[src/logic/pmu_ctrl_pkg.sv]
package pmu_ctrl_pkg;

  // ----------------------------------------------------------------
  // serial word layout
  // ----------------------------------------------------------------
  localparam int WORD_W = 29;
  localparam int NUM_CH = 4;
  localparam int RW_BIT = 28;
  localparam int CHSEL_HI = 27;
  localparam int CHSEL_LO = 24;
  localparam int FSEL_HI_BIT = 23;
  localparam int FSEL_LO_BIT = 22;

  // ----------------------------------------------------------------
  // system control field positions
  // ----------------------------------------------------------------
  localparam int CMP_DRV_HI = 17;
  localparam int CMP_DRV_LO = 14;
  localparam int CMP_POWER_BIT = 13;
  localparam int GND_PER_CH_BIT = 12;
  localparam int SHIELD_ALM_BIT = 11;
  localparam int LIMITER_ALM_BIT = 10;
  localparam int SENSE_SHORT_BIT = 9;
  localparam int GUARD_EN_BIT = 8;
  localparam int OUT_RANGE_BIT = 7;
  localparam int CUR_GAIN_BIT = 6;

  // ----------------------------------------------------------------
  // per-channel register field positions
  // ----------------------------------------------------------------
  localparam int PMU_CMP_DRV_BIT = 8;

  // ----------------------------------------------------------------
  // reset values
  // ----------------------------------------------------------------
  localparam logic [3:0] CMP_DRV_RST = 4'h0;
  localparam logic FIELD_BIT_RST = 1'h0;
  localparam logic [3:0] CHSEL_SYSCTL = 4'h0;
  localparam logic [28:0] WORD_ZERO = 29'h000_0000;

  typedef struct packed {
    logic [3:0] cmp_output_drive_en;
    logic cmp_power_en;
    logic ground_per_channel_sel;
    logic shield_alarm_route_en;
    logic limiter_alarm_route_en;
    logic internal_sense_short_en;
    logic guard_amp_en;
    logic output_range_sel;
    logic current_gain_sel;
  } sysctl_fields_t;

  localparam sysctl_fields_t SYSCTL_RST = '{
    cmp_output_drive_en: CMP_DRV_RST,
    cmp_power_en: FIELD_BIT_RST,
    ground_per_channel_sel: FIELD_BIT_RST,
    shield_alarm_route_en: FIELD_BIT_RST,
    limiter_alarm_route_en: FIELD_BIT_RST,
    internal_sense_short_en: FIELD_BIT_RST,
    guard_amp_en: FIELD_BIT_RST,
    output_range_sel: FIELD_BIT_RST,
    current_gain_sel: FIELD_BIT_RST
  };

endpackage : pmu_ctrl_pkg

[src/logic/cmp_output_stage.sv]
`timescale 1ns/1ns
module cmp_output_stage (
  input wire logic clk_in,
  input wire logic rst_in,
  input wire logic drive_en_in,
  input wire logic power_en_in,
  input wire logic result_in,
  output logic pin_out,
  output logic pin_oe_out
);
  import pmu_ctrl_pkg::*;

  logic pin_d;
  logic pin_q;
  logic oe_d;
  logic oe_q;

  // comparator result only meaningful while powered
  always_comb begin
    pin_d = result_in & power_en_in;
    oe_d = drive_en_in;
  end

  always_ff @(posedge clk_in or posedge rst_in) begin
    if (rst_in) begin
      pin_q <= FIELD_BIT_RST;
      oe_q <= FIELD_BIT_RST;
    end else begin
      pin_q <= pin_d;
      oe_q <= oe_d;
    end
  end

  assign pin_out = pin_q;
  assign pin_oe_out = oe_q;

endmodule : cmp_output_stage

[src/logic/pmu_system_control_fields.sv]
`timescale 1ns/1ns
// Behaviour
// - each set output enable bit lets that channel drive its comparator output
// - comparators work only while power bit 13 set; software sets it first
// - comparator power resets to zero; one powers all, zero shuts down
// - output enables are one shared set written from either register
// - readback from either register returns the latest shared enable value
// - ground-per-channel bit makes shared pin a test ground, guard tied to sense
// - ground-per-channel bit clear at power-on, pin acts as guard input
// - alarm pin off by default; guard and clamp bits each route their source
// - sense short bit closes sense short switch and ground tie switch
// - guard amplifier enable resets zero; one enables guard amplifiers
// - output range bit: zero unity bipolar, one gain 0.2 unipolar
// - current gain bit: zero gain ten, one gain five
// - comparator outputs high-impedance from power-on until enabled
// - system control addressed only with function and channel selects zero
module pmu_system_control_fields (
  input wire logic MCLK_IN,
  input wire logic RST_IN,
  input wire logic [pmu_ctrl_pkg::WORD_W-1:0] WORD_IN,
  input wire logic WORD_VALID_IN,
  input wire logic [pmu_ctrl_pkg::NUM_CH-1:0] CMP_RESULT_IN,
  input wire logic SHIELD_ALARM_IN,
  input wire logic LIMITER_ALARM_IN,
  output logic [pmu_ctrl_pkg::NUM_CH-1:0] CMP_OUT,
  output logic [pmu_ctrl_pkg::NUM_CH-1:0] CMP_OE_OUT,
  output logic CMP_POWER_EN_OUT,
  output logic GROUND_PER_CHANNEL_SEL_OUT,
  output logic SHIELD_TO_SENSE_TIE_OUT,
  output logic SHARED_ALARM_PIN_OUT,
  output logic SHARED_ALARM_PIN_OE_OUT,
  output logic SENSE_SHORT_SWITCH_OUT,
  output logic GROUND_TIE_SWITCH_OUT,
  output logic GUARD_AMP_EN_OUT,
  output logic OUTPUT_RANGE_SEL_OUT,
  output logic CURRENT_GAIN_SEL_OUT,
  output logic [pmu_ctrl_pkg::WORD_W-1:0] READ_DATA_OUT,
  output logic READ_VALID_OUT
);
  import pmu_ctrl_pkg::*;

  // ----------------------------------------------------------------
  // address decode
  // ----------------------------------------------------------------
  function automatic logic fsel_zero(input logic [WORD_W-1:0] w);
    fsel_zero = !w[FSEL_HI_BIT] && !w[FSEL_LO_BIT];
  endfunction : fsel_zero

  function automatic logic is_sysctl(input logic [WORD_W-1:0] w);
    is_sysctl = fsel_zero(w) && (w[CHSEL_HI:CHSEL_LO] == CHSEL_SYSCTL);
  endfunction : is_sysctl

  function automatic logic is_pmu(input logic [WORD_W-1:0] w);
    is_pmu = fsel_zero(w) && (w[CHSEL_HI:CHSEL_LO] != CHSEL_SYSCTL);
  endfunction : is_pmu

  logic rd;
  logic wr;
  logic [NUM_CH-1:0] ch_mask;

  always_comb begin
    rd = WORD_VALID_IN && WORD_IN[RW_BIT];
    wr = WORD_VALID_IN && !WORD_IN[RW_BIT];
    ch_mask = WORD_IN[CHSEL_HI:CHSEL_LO];
  end

  // ----------------------------------------------------------------
  // field storage
  // ----------------------------------------------------------------
  sysctl_fields_t fields_d;
  sysctl_fields_t fields_q;

  always_comb begin
    fields_d = fields_q;
    if (wr && is_sysctl(WORD_IN)) begin
      fields_d.cmp_output_drive_en = WORD_IN[CMP_DRV_HI:CMP_DRV_LO];
      fields_d.cmp_power_en = WORD_IN[CMP_POWER_BIT];
      fields_d.ground_per_channel_sel = WORD_IN[GND_PER_CH_BIT];
      fields_d.shield_alarm_route_en = WORD_IN[SHIELD_ALM_BIT];
      fields_d.limiter_alarm_route_en = WORD_IN[LIMITER_ALM_BIT];
      fields_d.internal_sense_short_en = WORD_IN[SENSE_SHORT_BIT];
      fields_d.guard_amp_en = WORD_IN[GUARD_EN_BIT];
      fields_d.output_range_sel = WORD_IN[OUT_RANGE_BIT];
      fields_d.current_gain_sel = WORD_IN[CUR_GAIN_BIT];
    end else if (wr && is_pmu(WORD_IN)) begin
      // broadcast: every selected channel takes the same enable
      for (int i = 0; i < NUM_CH; i++) begin
        if (ch_mask[i]) begin
          fields_d.cmp_output_drive_en[i] = WORD_IN[PMU_CMP_DRV_BIT];
        end
      end
    end
  end

  always_ff @(posedge MCLK_IN or posedge RST_IN) begin
    if (RST_IN) begin
      fields_q <= SYSCTL_RST;
    end else begin
      fields_q <= fields_d;
    end
  end

  // ----------------------------------------------------------------
  // readback
  // ----------------------------------------------------------------
  logic [WORD_W-1:0] rdata_d;
  logic [WORD_W-1:0] rdata_q;
  logic rvalid_d;
  logic rvalid_q;
  logic ch_bit;

  // lowest selected channel answers a per-channel read
  always_comb begin
    ch_bit = FIELD_BIT_RST;
    for (int i = NUM_CH - 1; i >= 0; i--) begin
      if (ch_mask[i]) begin
        ch_bit = fields_q.cmp_output_drive_en[i];
      end
    end
  end

  always_comb begin
    rdata_d = rdata_q;
    rvalid_d = 1'h0;
    if (rd && is_sysctl(WORD_IN)) begin
      rdata_d = WORD_ZERO;
      rdata_d[CMP_DRV_HI:CMP_DRV_LO] = fields_q.cmp_output_drive_en;
      rdata_d[CMP_POWER_BIT] = fields_q.cmp_power_en;
      rdata_d[GND_PER_CH_BIT] = fields_q.ground_per_channel_sel;
      rdata_d[SHIELD_ALM_BIT] = fields_q.shield_alarm_route_en;
      rdata_d[LIMITER_ALM_BIT] = fields_q.limiter_alarm_route_en;
      rdata_d[SENSE_SHORT_BIT] = fields_q.internal_sense_short_en;
      rdata_d[GUARD_EN_BIT] = fields_q.guard_amp_en;
      rdata_d[OUT_RANGE_BIT] = fields_q.output_range_sel;
      rdata_d[CUR_GAIN_BIT] = fields_q.current_gain_sel;
      rvalid_d = 1'h1;
    end else if (rd && is_pmu(WORD_IN)) begin
      rdata_d = WORD_ZERO;
      rdata_d[PMU_CMP_DRV_BIT] = ch_bit;
      rvalid_d = 1'h1;
    end
  end

  always_ff @(posedge MCLK_IN or posedge RST_IN) begin
    if (RST_IN) begin
      rdata_q <= WORD_ZERO;
      rvalid_q <= FIELD_BIT_RST;
    end else begin
      rdata_q <= rdata_d;
      rvalid_q <= rvalid_d;
    end
  end

  // ----------------------------------------------------------------
  // control outputs
  // ----------------------------------------------------------------
  sysctl_fields_t out_d;
  sysctl_fields_t out_q;

  always_comb begin
    out_d = fields_q;
  end

  always_ff @(posedge MCLK_IN or posedge RST_IN) begin
    if (RST_IN) begin
      out_q <= SYSCTL_RST;
    end else begin
      out_q <= out_d;
    end
  end

  // ----------------------------------------------------------------
  // shared alarm pin
  // ----------------------------------------------------------------
  logic alarm_oe_d;
  logic alarm_oe_q;
  logic alarm_pin_d;
  logic alarm_pin_q;

  // open drain: data held low, enable pulls the line
  always_comb begin
    alarm_pin_d = FIELD_BIT_RST;
    alarm_oe_d = (SHIELD_ALARM_IN && fields_q.shield_alarm_route_en) ||
                 (LIMITER_ALARM_IN && fields_q.limiter_alarm_route_en);
  end

  always_ff @(posedge MCLK_IN or posedge RST_IN) begin
    if (RST_IN) begin
      alarm_pin_q <= FIELD_BIT_RST;
      alarm_oe_q <= FIELD_BIT_RST;
    end else begin
      alarm_pin_q <= alarm_pin_d;
      alarm_oe_q <= alarm_oe_d;
    end
  end

  assign SHARED_ALARM_PIN_OUT = alarm_pin_q;
  assign SHARED_ALARM_PIN_OE_OUT = alarm_oe_q;
  assign CMP_POWER_EN_OUT = out_q.cmp_power_en;
  assign GROUND_PER_CHANNEL_SEL_OUT = out_q.ground_per_channel_sel;
  assign SHIELD_TO_SENSE_TIE_OUT = out_q.ground_per_channel_sel;
  assign SENSE_SHORT_SWITCH_OUT = out_q.internal_sense_short_en;
  assign GROUND_TIE_SWITCH_OUT = out_q.internal_sense_short_en;
  assign GUARD_AMP_EN_OUT = out_q.guard_amp_en;
  assign OUTPUT_RANGE_SEL_OUT = out_q.output_range_sel;
  assign CURRENT_GAIN_SEL_OUT = out_q.current_gain_sel;
  assign READ_DATA_OUT = rdata_q;
  assign READ_VALID_OUT = rvalid_q;

  // ----------------------------------------------------------------
  // comparator output stages
  // ----------------------------------------------------------------
  for (genvar g = 0; g < NUM_CH; g++) begin : g_cmp
    cmp_output_stage u_stage (
      .clk_in(MCLK_IN),
      .rst_in(RST_IN),
      .drive_en_in(fields_q.cmp_output_drive_en[g]),
      .power_en_in(fields_q.cmp_power_en),
      .result_in(CMP_RESULT_IN[g]),
      .pin_out(CMP_OUT[g]),
      .pin_oe_out(CMP_OE_OUT[g])
    );
  end

endmodule : pmu_system_control_fields

[config.mk]
export PLATFORM = sky130hd
export DESIGN_NAME = pmu_system_control_fields
export DESIGN_NICKNAME = d
export VERILOG_FILES = /design/src/logic/pmu_ctrl_pkg.sv /design/src/logic/cmp_output_stage.sv /design/src/logic/pmu_system_control_fields.sv
export SDC_FILE = /design/constraint.sdc
export NUM_CORES = 1
export LEC_CHECK = 0
export BUFFER_PORTS_ARGS = -buffer_cell sky130_fd_sc_hd__buf_4
export CAP_MARGIN = 40
export CELL_PAD_IN_SITES_DETAIL_PLACEMENT = 1
export CELL_PAD_IN_SITES_GLOBAL_PLACEMENT = 2
export CORE_ASPECT_RATIO = 0.6
export CORE_MARGIN = 2
export CORE_UTILIZATION = 23
export DETAILED_ROUTE_END_ITERATION = 12
export PLACE_DENSITY = 0.73
export SLEW_MARGIN = 30
export SYNTH_ARGS = -nofsm -noshare
export SYNTH_HDL_FRONTEND = slang
export SYNTH_SLANG_ARGS = --single-unit
[constraint.sdc]
create_clock -name MCLK_IN -period 0.95 [get_ports MCLK_IN]
set_input_delay 0 -clock MCLK_IN [delete_from_list [all_inputs] [get_ports MCLK_IN]]
set_output_delay 0 -clock MCLK_IN [all_outputs]
set_load 0.03 [all_outputs]
# == Word level (Yosys, flattened, before mapping) ==
# Cells that the tools add are included.
# Widths: inputs -> output; s select.
# classes
bitwise,4
reduce_logical,27
mux,14
# op_table
cell,n
$mux 29,2
$reduce_bool 2->1,6
$logic_and 1x1->1,11
$mux 1,10
$mux 4,2
$reduce_and 2->1,4
$and 1x1->1,4
$logic_not 4->1,1
$reduce_bool 4->1,1
$logic_not 1->1,3
$logic_or 1x1->1,1
# word_totals
word_cells,74
reg_bits,57
inputBits,38

# == Longest topological paths before layout ==
# Gate-level depths: netlist of the first run.
# depth
ltp_word,6
depth_mapped,5

# == Cells and area by module ==
# From an unflattened synthesis of the first run, not the netlist that was laid out.
# hier_totals
hier_cells,126
area_unflattened_um2,1664.1
# modules_own_cells
module,area_per_inst_um2,cells_per_inst,n_inst
pmu_system_control_fields,1423.9,110,1
cmp_output_stage,60.1,4,4

# == Worst setup path after synthesis of the first run ==
# OpenSTA, ideal clock, no wires.
# synth_timing
path_kind,in2reg
start,input WORD_IN[25] (netlist bit)
end,register fields_q[0] (netlist bit)
cell_stages,4
t_required_ps,825
path_buffers,1
arrival_time_ps,1024
setup_time_ps,125
setup_slack_ps,-199
path_cell_list,clkbuf_2 > nor4_4 > nand2_2 > mux2_2
# synth_between
elab_chain_len,3
# synth_lines
item,line_no,rtl
start: declaration,pmu_system_control_fields.sv:20,"input wire logic [pmu_ctrl_pkg::WORD_W-1:0] WORD_IN,"
$logic_not 4->1,pmu_system_control_fields.sv:50,is_sysctl = fsel_zero(w) && (w[CHSEL_HI:CHSEL_LO] == CHSEL_SYSCTL);
$logic_and 1x1->1,pmu_system_control_fields.sv:50,
$logic_and 1x1->1,pmu_system_control_fields.sv:75,if (wr && is_sysctl(WORD_IN)) begin
end signal: assignment,pmu_system_control_fields.sv:99,fields_q <= fields_d;
end: declaration,pmu_system_control_fields.sv:71,sysctl_fields_t fields_q;
# No other way between the ends.
# A chain may end at the register's enable or synchronous reset.

# == Worst setup path after layout of the first run ==
# layout_timing
start,register fields_q[10] (netlist bit)
end,"register rdata_q[8], in the netlist READ_DATA_OUT[8]"
# layout_between
elab_chain_len,5
# layout_lines
item,line_no,rtl
$mux 1 (3 in a row),pmu_system_control_fields.sv:116,if (ch_mask[i]) begin
$mux 29,pmu_system_control_fields.sv:137,end else if (rd && is_pmu(WORD_IN)) begin
$mux 29,pmu_system_control_fields.sv:125,if (rd && is_sysctl(WORD_IN)) begin
end signal: assignment,pmu_system_control_fields.sv:149,rdata_q <= rdata_d;
end: declaration,pmu_system_control_fields.sv:107,logic [WORD_W-1:0] rdata_q;
# No other way between the ends. The select of a mux whose other input is x is not followed.

==> metrics.yaml, run 1 <==
track_usage_pct: 11.0
vias: 1279
routed_wl_um: 4260
total_power_mw: 4.73
yosysWarnings: 0
pre_cts_ws_ns: -0.230
grt_pass1_vias: 1306
critPathKind: "flop to flop"
synth_area_leaders: "dfrtp_1 (59%), buf_4 (12%), nand2_1 (5.9%)"
dpl.hpwl_um: 3130
peakVddDrop_v: 0.000639
h-tree-depth: 2
cts.clk_slew.worst_paths_ns: 0.06
power.leakage_nw: 1.28
nFillCells: 829
grt_first_pass_wirelength_um: 6830
cts_setup_buffers: 0
multi_input_area_um2: 541
syn-cell-area_um2: 1710
end_kind: "flop"
min_path_type: "primary input to flop"
final_core_util_pct: 35.8
synth_largest_area_cell: "dfrtp_1"
place_area_um2: 2250
synth_edf_count: 0
areaGrowthSynthToFinish_pct: 51.9
cp.required_ns: 1.11
holdWs_ns: 0.00322
cts_tree: "done"
final_cell_area_um2: 2590
fin_skew_ns: 0.00254
clock_path_buffers: 2
clock-sinks: 40
gp_congestion: 0.765
synth_cell_types: 24
synthTopCellsByCount: "dfrtp_1 (40), buf_4 (28), nand2_1 (27)"
ys_seq_area_share_pct: 58.7
die_area_um2: 8140
layout.cells.non_filler: 342
synth.most_common_cell: "dfrtp_1"
crit_arrival_ns: 1.23
drv_cap: 0
status: "finished with violations"
drt-initial-drc-count: 42
rsz0062_at_grt: "yes"
drt-vias-per-instance: 3.74
synth_area_per_cell_um2: 10.9
clock_latency_ns: 0.27
fin_ws_ns: -0.120
setup.worst_path.start: "fields_q[10]"
drc: 0
setup_tns_ns: -0.120
rows: 24
placed_cells: 318
num_antenna_cells: 0
synth_top_area_share_pct: 58.7
setup_viol: 1
ys_seq_elements: 40
crit_path_max_fanout: 2
synthCells: 156
die_y_um: 70.7
finalCriticalPeriod_ns: 1.07
period_share_pct: 113
async_flop_share_pct: 100
regArea_um2: 1000
dr.pass1.iters: 4
hold_viol_final: 0
grt_max_degree: 41
port-buffer-count: 57
min-delay-start: "WORD_IN[17]"
wl_per_cell_um: 12.5
cts_root_buf: "clkbuf_16"
io_pins: 86
r2r_start: "fields_q[10]"
initial_core_util_pct: 23.6
core_um2: 7240
antenna_left: 0
antenna_found_initial: 0
overflow: 0
fin_nets: 275
synth_flop_cell: "dfrtp_1"
layout-drive-gt1-share_pct: 39.5
cts_buffers: 5
drv_slew: 0
violations: "negative setup slack"
die_w_um: 115
start_kind: "flop"
power_density_nw_per_um2: 1830
max_freq_mhz: 935
## final timing paths
kind / slack, ns / depth (start not counted) / to
min in group asynchronous: 0.31 / 4 / g_cmp[1].u_stage.pin_oe_out
max: -0.12 / 4 / READ_DATA_OUT[8]
min reg2reg: 0.40 / 0 / CURRENT_GAIN_SEL_OUT
min: 0.003 / 3 / fields_q[11]
max in group asynchronous: 0.43 / 4 / fields_q[3]
max reg2reg: -0.12 / 4 / READ_DATA_OUT[8]
## final cells by class
cell class / instances / area share, %
clock buffer: 5 / 4.83
inverter: 3 / 0.435
tap: 104 / 5.02
sequential: 40 / 38.6
clock inverter: 3 / 1.64
multi-input combinational: 97 / 20.9
timing repair buffer: 90 / 28.6
## layer usage
layer | part of all wire, % | vias to the layer above | routed length (µm) | track usage (%)
li1 | - | 632 | - | -
met5 | 0 | - | 0 | 0
met2 | 44 | 33 | 1890 | 16.8
met3 | 6.2 | 2 | 264 | 4.37
met4 | 0.40 | 0 | 17 | 1.61
met1 | 49 | 612 | 2080 | 15.2
## cell usage in the layout (no fill, tap or decap)
cell            n
a211oi_1        1
a21oi_1         6
a221oi_2        1
a22o_1          1
and2_1          4
buf_12          2
buf_4          72
bufinv_16       1
clkbuf_16       5
clkinv_1        1
clkinv_2        1
clkinvlp_4      1
conb_1         18
dfrtp_1        40
dlygate4sd3_1  16
inv_1           2
mux2_2          8
nand2_1        27
nand2_2         1
nand3_1         1
nor2_1          1
nor2b_1         2
nor3_1          4
nor4_4          1
nor4b_4         1
o21ai_0         7
o21ai_1        12
o31ai_1         1
## power by group
| group | leakage [nW] | internal, mW | total (mW) | switching [mW] |
|---|---|---|---|---|
| clock network | 0.0798 | 1.23 | 1.89 | 0.653 |
| registers | 0.537 | 1.86 | 1.94 | 0.0869 |
| logic | 0.664 | 0.384 | 0.900 | 0.516 |
## worst max-delay path: stages, from the launching register on
cell	delay [ns]
dfrtp_1	0.40
a21oi_1	0.12
o21ai_1	0.08
a221oi_2	0.26
o31ai_1	0.09
## flip-flops by register name, summed over array words and instances, names as in the netlist
register and cells:
CURRENT_GAIN_SEL_OUT 1, READ_DATA_OUT 12, SHARED_ALARM_PIN_OE_OUT 1, GROUND_PER_CHANNEL_SEL_OUT 1
GROUND_TIE_SWITCH_OUT 1, fields_q 12, g_cmp.u_stage.pin_oe_out 4, g_cmp.u_stage.pin_out 4
GUARD_AMP_EN_OUT 1, READ_VALID_OUT 1, OUTPUT_RANGE_SEL_OUT 1, CMP_POWER_EN_OUT 1
## cells by family (layout without fill, tap and decap cells)
logic type	count (synthesis)	in the layout	synth area share [%]
and+or+nand+nor	42	42	12.3
other	1	18	0.220
buffers and inverters	36	101	14.2
DFF	40	40	58.7
muxes	8	8	5.28
AOI/OAI and AO/OA	29	29	9.24
## timing repair
action                                 in CTS  in global routing
pin swaps                                   2                  2
resized for setup                           2                  2
setup endpoints to repair                   1                  2
endpoints found under the hold margin      54                  0
hold buffers                               16                  0
Note: power is estimated with default switching activity, not from simulation.
==> inputs of run 2 (changes only) <==
GPL_TIMING_DRIVEN = 0   (was unset)
==> run 2 against run 1 <==
Against the previous run: the flow still finishes with violations (negative setup slack); first-iteration DRC count down 12%; flip-flop and latch count unchanged; routed wire length up 3.6%; worst hold slack better by 0.0046 ns; cell count up 5.6%; power up 2.3%; global-route usage up 0.17 points; critical path depth unchanged; combinational power up 11%; register-to-register slack worse by 0.04 ns; sequential power about the same; sequential share of layout area down 2.3 points; critical endpoint unchanged; largest power group unchanged; highest routed layer unchanged.
==> metrics.yaml, run 2 (synthesized netlist as in run 1, its figures left out) <==
status: "finished with violations"
violations: "negative setup slack"
layout.cells.non_filler: 361  # +5.6%
hold-path-cell-count: 3  # unchanged
grt_first_pass_wirelength_um: 6950  # +1.7%
holdWs_ns: 0.00784  # +0.00463 ns
layout-drive-gt1-share_pct: 44.4  # +4.9 points
min_path_type: "primary input to flop"
rsz0062_at_grt: "yes"
dpl.hpwl_um: 3260  # +4.1%
die_area_um2: 8140  # unchanged
port-buffer-count: 55  # -3.5%
cts_buffers: 5  # unchanged
worstMarginPinSlew_ns: 0.548
reg2reg_depth: 4  # unchanged
critPathKind: "flop to flop"
peakVddDrop_v: 0.000707  # +11%
slew_headroom_pct: 63.4
finalCriticalPeriod_ns: 1.11  # +0.0397 ns
crit_arrival_ns: 1.26  # +0.03 ns
period_share_pct: 117  # +4.2 points
io_pins: 86  # unchanged
gp_congestion: 0.721  # -5.8%
start_kind: "flop"
drv_slew: 0  # unchanged
cts.clk_slew.worst_paths_ns: 0.06  # about the same
end_kind: "flop"
vias: 1362  # +6.5%
overflow: 0  # unchanged
pre_cts_ws_ns: -0.583  # -0.353 ns
setup_viol: 1  # unchanged
power.leakage_nw: 1.41  # +9.9%
regArea_um2: 1000  # unchanged
cts_tree: "done"
power_density_nw_per_um2: 1750  # -3.9%
total_power_mw: 4.84  # +2.3%
cp.required_ns: 1.10  # about the same
place_area_um2: 2360  # +5.1%
grt_pass1_vias: 1378  # +5.5%
drc: 0  # unchanged
fin_skew_ns: 0.00453  # +0.00199 ns
drv_cap: 0  # unchanged
drt-vias-per-instance: 3.77  # +0.88%
crit_path_max_fanout: 2  # unchanged
areaGrowthSynthToFinish_pct: 61.7
dr.pass1.iters: 3  # -1
hold_viol_final: 0  # unchanged
multi_input_area_um2: 552  # +2.1%
drt-initial-drc-count: 37  # -12%
routed_wl_um: 4410  # +3.6%
die_y_um: 70.7  # unchanged
fin_ws_ns: -0.160  # -0.0397 ns
num_antenna_cells: 0  # unchanged
antenna_left: 0  # unchanged
clock_path_buffers: 2  # unchanged
nFillCells: 816  # -1.6%
wl_per_cell_um: 12.2  # -1.9%
final_core_util_pct: 38.1  # +2.3 points
clock-sinks: 40  # unchanged
grt_max_degree: 26  # -37%
h-tree-depth: 2  # unchanged
max_freq_mhz: 901  # -3.6%
antenna_found_initial: 0  # unchanged
placed_cells: 333  # +4.7%
fin_nets: 294  # +6.9%
final_cell_area_um2: 2760  # +6.4%
core_um2: 7240  # unchanged
track_usage_pct: 11.2  # +0.17 points
final_cell_mix: "buf_4 (85), dfrtp_1 (40), nand2_1 (27)"
rows: 24  # unchanged
clock_latency_ns: 0.28  # about the same
cts_root_buf: "clkbuf_16"
setup_tns_ns: -0.160  # -0.0397 ns
initial_core_util_pct: 23.6  # unchanged
final_common_cell: "buf_4"
die_w_um: 115  # unchanged
-- run 2: cell count changes in the layout (fill, tap and decap cells not counted), moves of 2 or more --
cell	delta
buf_4	+13
buf_6	+4
clkbuf_1	+2
buf_12	-2
-- run 2: power by group --
part | total [mW] | switching, mW | internal, mW | leakage [nW]
registers | 1.95 | 0.0948 | 1.86 | 0.537
clock network | 1.88 | 0.645 | 1.24 | 0.0808
logic | 1.00 | 0.535 | 0.470 | 0.790
-- run 2: cell type report --
class / count / area share, %
multi-input combinational: 97 / 20.0
sequential: 40 / 36.3
inverter: 3 / 0.454
tap: 104 / 4.72
buffer: 32 / 8.98
timing repair buffer: 77 / 23.6
clock inverter: 2 / 1.27
clock buffer: 6 / 4.67
-- run 2: critical path, stage by stage (launching register included) --
cell,delay [ns]
dfrtp_1,0.40
a21oi_2,0.12
o21ai_1,0.08
a221oi_2,0.28
o31ai_1,0.10
-- run 2: final timing paths --
path	from	to	slack [ns]
max in group asynchronous	RST_IN	fields_q[1]	0.21
min	WORD_IN[15]	fields_q[9]	0.008
min reg2reg	fields_q[6]	GROUND_PER_CHANNEL_SEL_OUT	0.40
max	fields_q[10]	READ_DATA_OUT[8]	-0.16
max reg2reg	fields_q[10]	READ_DATA_OUT[8]	-0.16
min in group asynchronous	RST_IN	READ_DATA_OUT[12]	0.30
-- run 2: repair_timing --
item | CTS | global route
gates resized for setup | 4 | 12
cloned | 0 | 0
hold buffers | 15 | 0
setup buffers | 3 | 3
setup endpoints to repair | 23 | 44
pin swaps | 3 | 3
hold endpoints to repair | 37 | 0
-- run 2: per-layer routing --
metal,global-route usage (%),vias up,wire length (µm)
met1,15.9,653,2220
met4,1.61,0,11
li1,-,675,-
met3,4.03,2,238
met2,16.9,32,1940
met5,0,-,0
==> inputs of run 3 (changes only) <==
RECOVER_POWER = 25   (was unset)
==> run 3 against run 2 <==
Against the previous run: the run still ends with negative setup slack left; setup slack unchanged; register-to-register slack about the same; combinational power about the same; fmax unchanged; flip-flop and latch count unchanged; clock skew unchanged; critical endpoint unchanged.
==> metrics.yaml, run 3 (synthesized netlist as in run 1, its figures left out) <==
pre_cts_ws_ns: -0.583  # unchanged
areaGrowthSynthToFinish_pct: 61.6  # about the same
clock_path_buffers: 2  # unchanged
vias: 1362  # unchanged
drc: 0  # unchanged
regArea_um2: 1000  # unchanged
rows: 24  # unchanged
fin_ws_ns: -0.160  # unchanged
antenna_left: 0  # unchanged
fin_nets: 294  # unchanged
grt_pass1_vias: 1378  # unchanged
nFillCells: 817  # +0.12%
io_pins: 86  # unchanged
cts_buffers: 5  # unchanged
period_share_pct: 117  # unchanged
cp.required_ns: 1.10  # about the same
port-buffer-count: 55  # unchanged
power.leakage_nw: 1.41  # about the same
track_usage_pct: 11.2  # unchanged
initial_core_util_pct: 23.6  # unchanged
finalCriticalPeriod_ns: 1.11  # unchanged
max_freq_mhz: 901  # unchanged
crit_arrival_ns: 1.26  # about the same
core_um2: 7240  # unchanged
num_antenna_cells: 0  # unchanged
grt_max_degree: 26  # unchanged
die_area_um2: 8140  # unchanged
routed-wl-met3_um: 238  # unchanged
routed_wl_um: 4410  # about the same
antenna_found_initial: 0  # unchanged
setup_viol: 1  # unchanged
peakVddDrop_v: 0.000707  # about the same
clock-sinks: 40  # unchanged
hold_viol_final: 0  # unchanged
power_density_nw_per_um2: 1750  # about the same
drv_cap: 0  # unchanged
min_path_type: "primary input to flop"
cts_root_buf: "clkbuf_16"
dr.pass1.iters: 3  # unchanged
cts.clk_slew.worst_paths_ns: 0.06  # about the same
h-tree-depth: 2  # unchanged
start_kind: "flop"
multi_input_area_um2: 552  # unchanged
holdWs_ns: 0.00784  # +0.000000250 ns
layout-drive-gt1-share_pct: 44.4  # unchanged
fin_skew_ns: 0.00453  # unchanged
critPathKind: "flop to flop"
drv_slew: 0  # unchanged
overflow: 0  # unchanged
worstMarginPinSlew_ns: 0.586  # +0.0379 ns
violations: "negative setup slack"
m1WireLength_um: 2220  # unchanged
wl_per_cell_um: 12.2  # about the same
drt-vias-per-instance: 3.77  # unchanged
crit_path_max_fanout: 2  # unchanged
final_common_cell: "buf_4"
dpl.hpwl_um: 3260  # unchanged
rsz0062_at_grt: "yes"
drt-initial-drc-count: 37  # unchanged
wl_met2_um: 1940  # about the same
die_w_um: 115  # unchanged
die_y_um: 70.7  # unchanged
end_kind: "flop"
slew_headroom_pct: 60.9  # -2.6 points
grt_first_pass_wirelength_um: 6950  # unchanged
final_cell_mix: "buf_4 (83), dfrtp_1 (40), nand2_1 (27)"
clock_latency_ns: 0.28  # about the same
gp_congestion: 0.721  # unchanged
status: "finished with violations"
highest_layer: "met4"
cts_tree: "done"
## run 3: power breakdown
part | internal (mW) | switching [mW]
registers | 1.86 | 0.0946
logic | 0.469 | 0.534
clock network | 1.24 | 0.645
## run 3: final cells by class
type	instances	area share, %
Sequential cell	40	36.3
Clock buffer	6	4.68
Timing Repair Buffer	77	23.6
Multi-Input combinational cell	97	20.0
Tap cell	104	4.72
Inverter	3	0.409
Buffer	32	8.99
Clock inverter	2	1.27
## run 3: critical path: stages (launching register included)
cell and delay (ns):
dfrtp_1 0.40, a21oi_2 0.12, o21ai_1 0.08, a221oi_2 0.28
o31ai_1 0.10
## run 3: through the flow
step                      TNS [ns]  cell area (µm²)  cells  power [mW]  util [%]
after global routing        -0.821             2760    361        5.04      38.1
after CTS                   -0.161             2720    359        4.86      37.6
after floorplan              -2.11             1790    173        2.54         -
after detailed placement    -10.55             2360    333        2.88      32.6
final                       -0.160             2760    361        4.84      38.1
after global placement      -32.61             2330    332        2.85      32.3
## run 3: worst paths after layout
check	startpoint	cells past startpoint	slack, ns	to
worst min register to register	fields_q[6]	0	0.40	GROUND_PER_CHANNEL_SEL_OUT
worst max register to register	fields_q[10]	4	-0.16	READ_DATA_OUT[8]
max in group asynchronous	RST_IN	4	0.10	fields_q[1]
worst min-delay path	WORD_IN[15]	3	0.008	fields_q[9]
min in group asynchronous	RST_IN	3	0.36	READ_DATA_OUT[12]
worst max-delay path	fields_q[10]	4	-0.16	READ_DATA_OUT[8]
## run 3: per-layer routing
layer / track usage, % / up-vias
met4: 1.61 / 0
met2: 16.9 / 32
met1: 15.9 / 653
met5: 0 / -
li1: - / 675
met3: 4.03 / 2
## run 3: timing repair
item,4_1_cts,5_1_grt
setup buffers,3,3
pin swaps,3,3
resized for setup,4,12
hold buffers,15,0
hold endpoints to repair,37,0
setup endpoints to repair,23,44
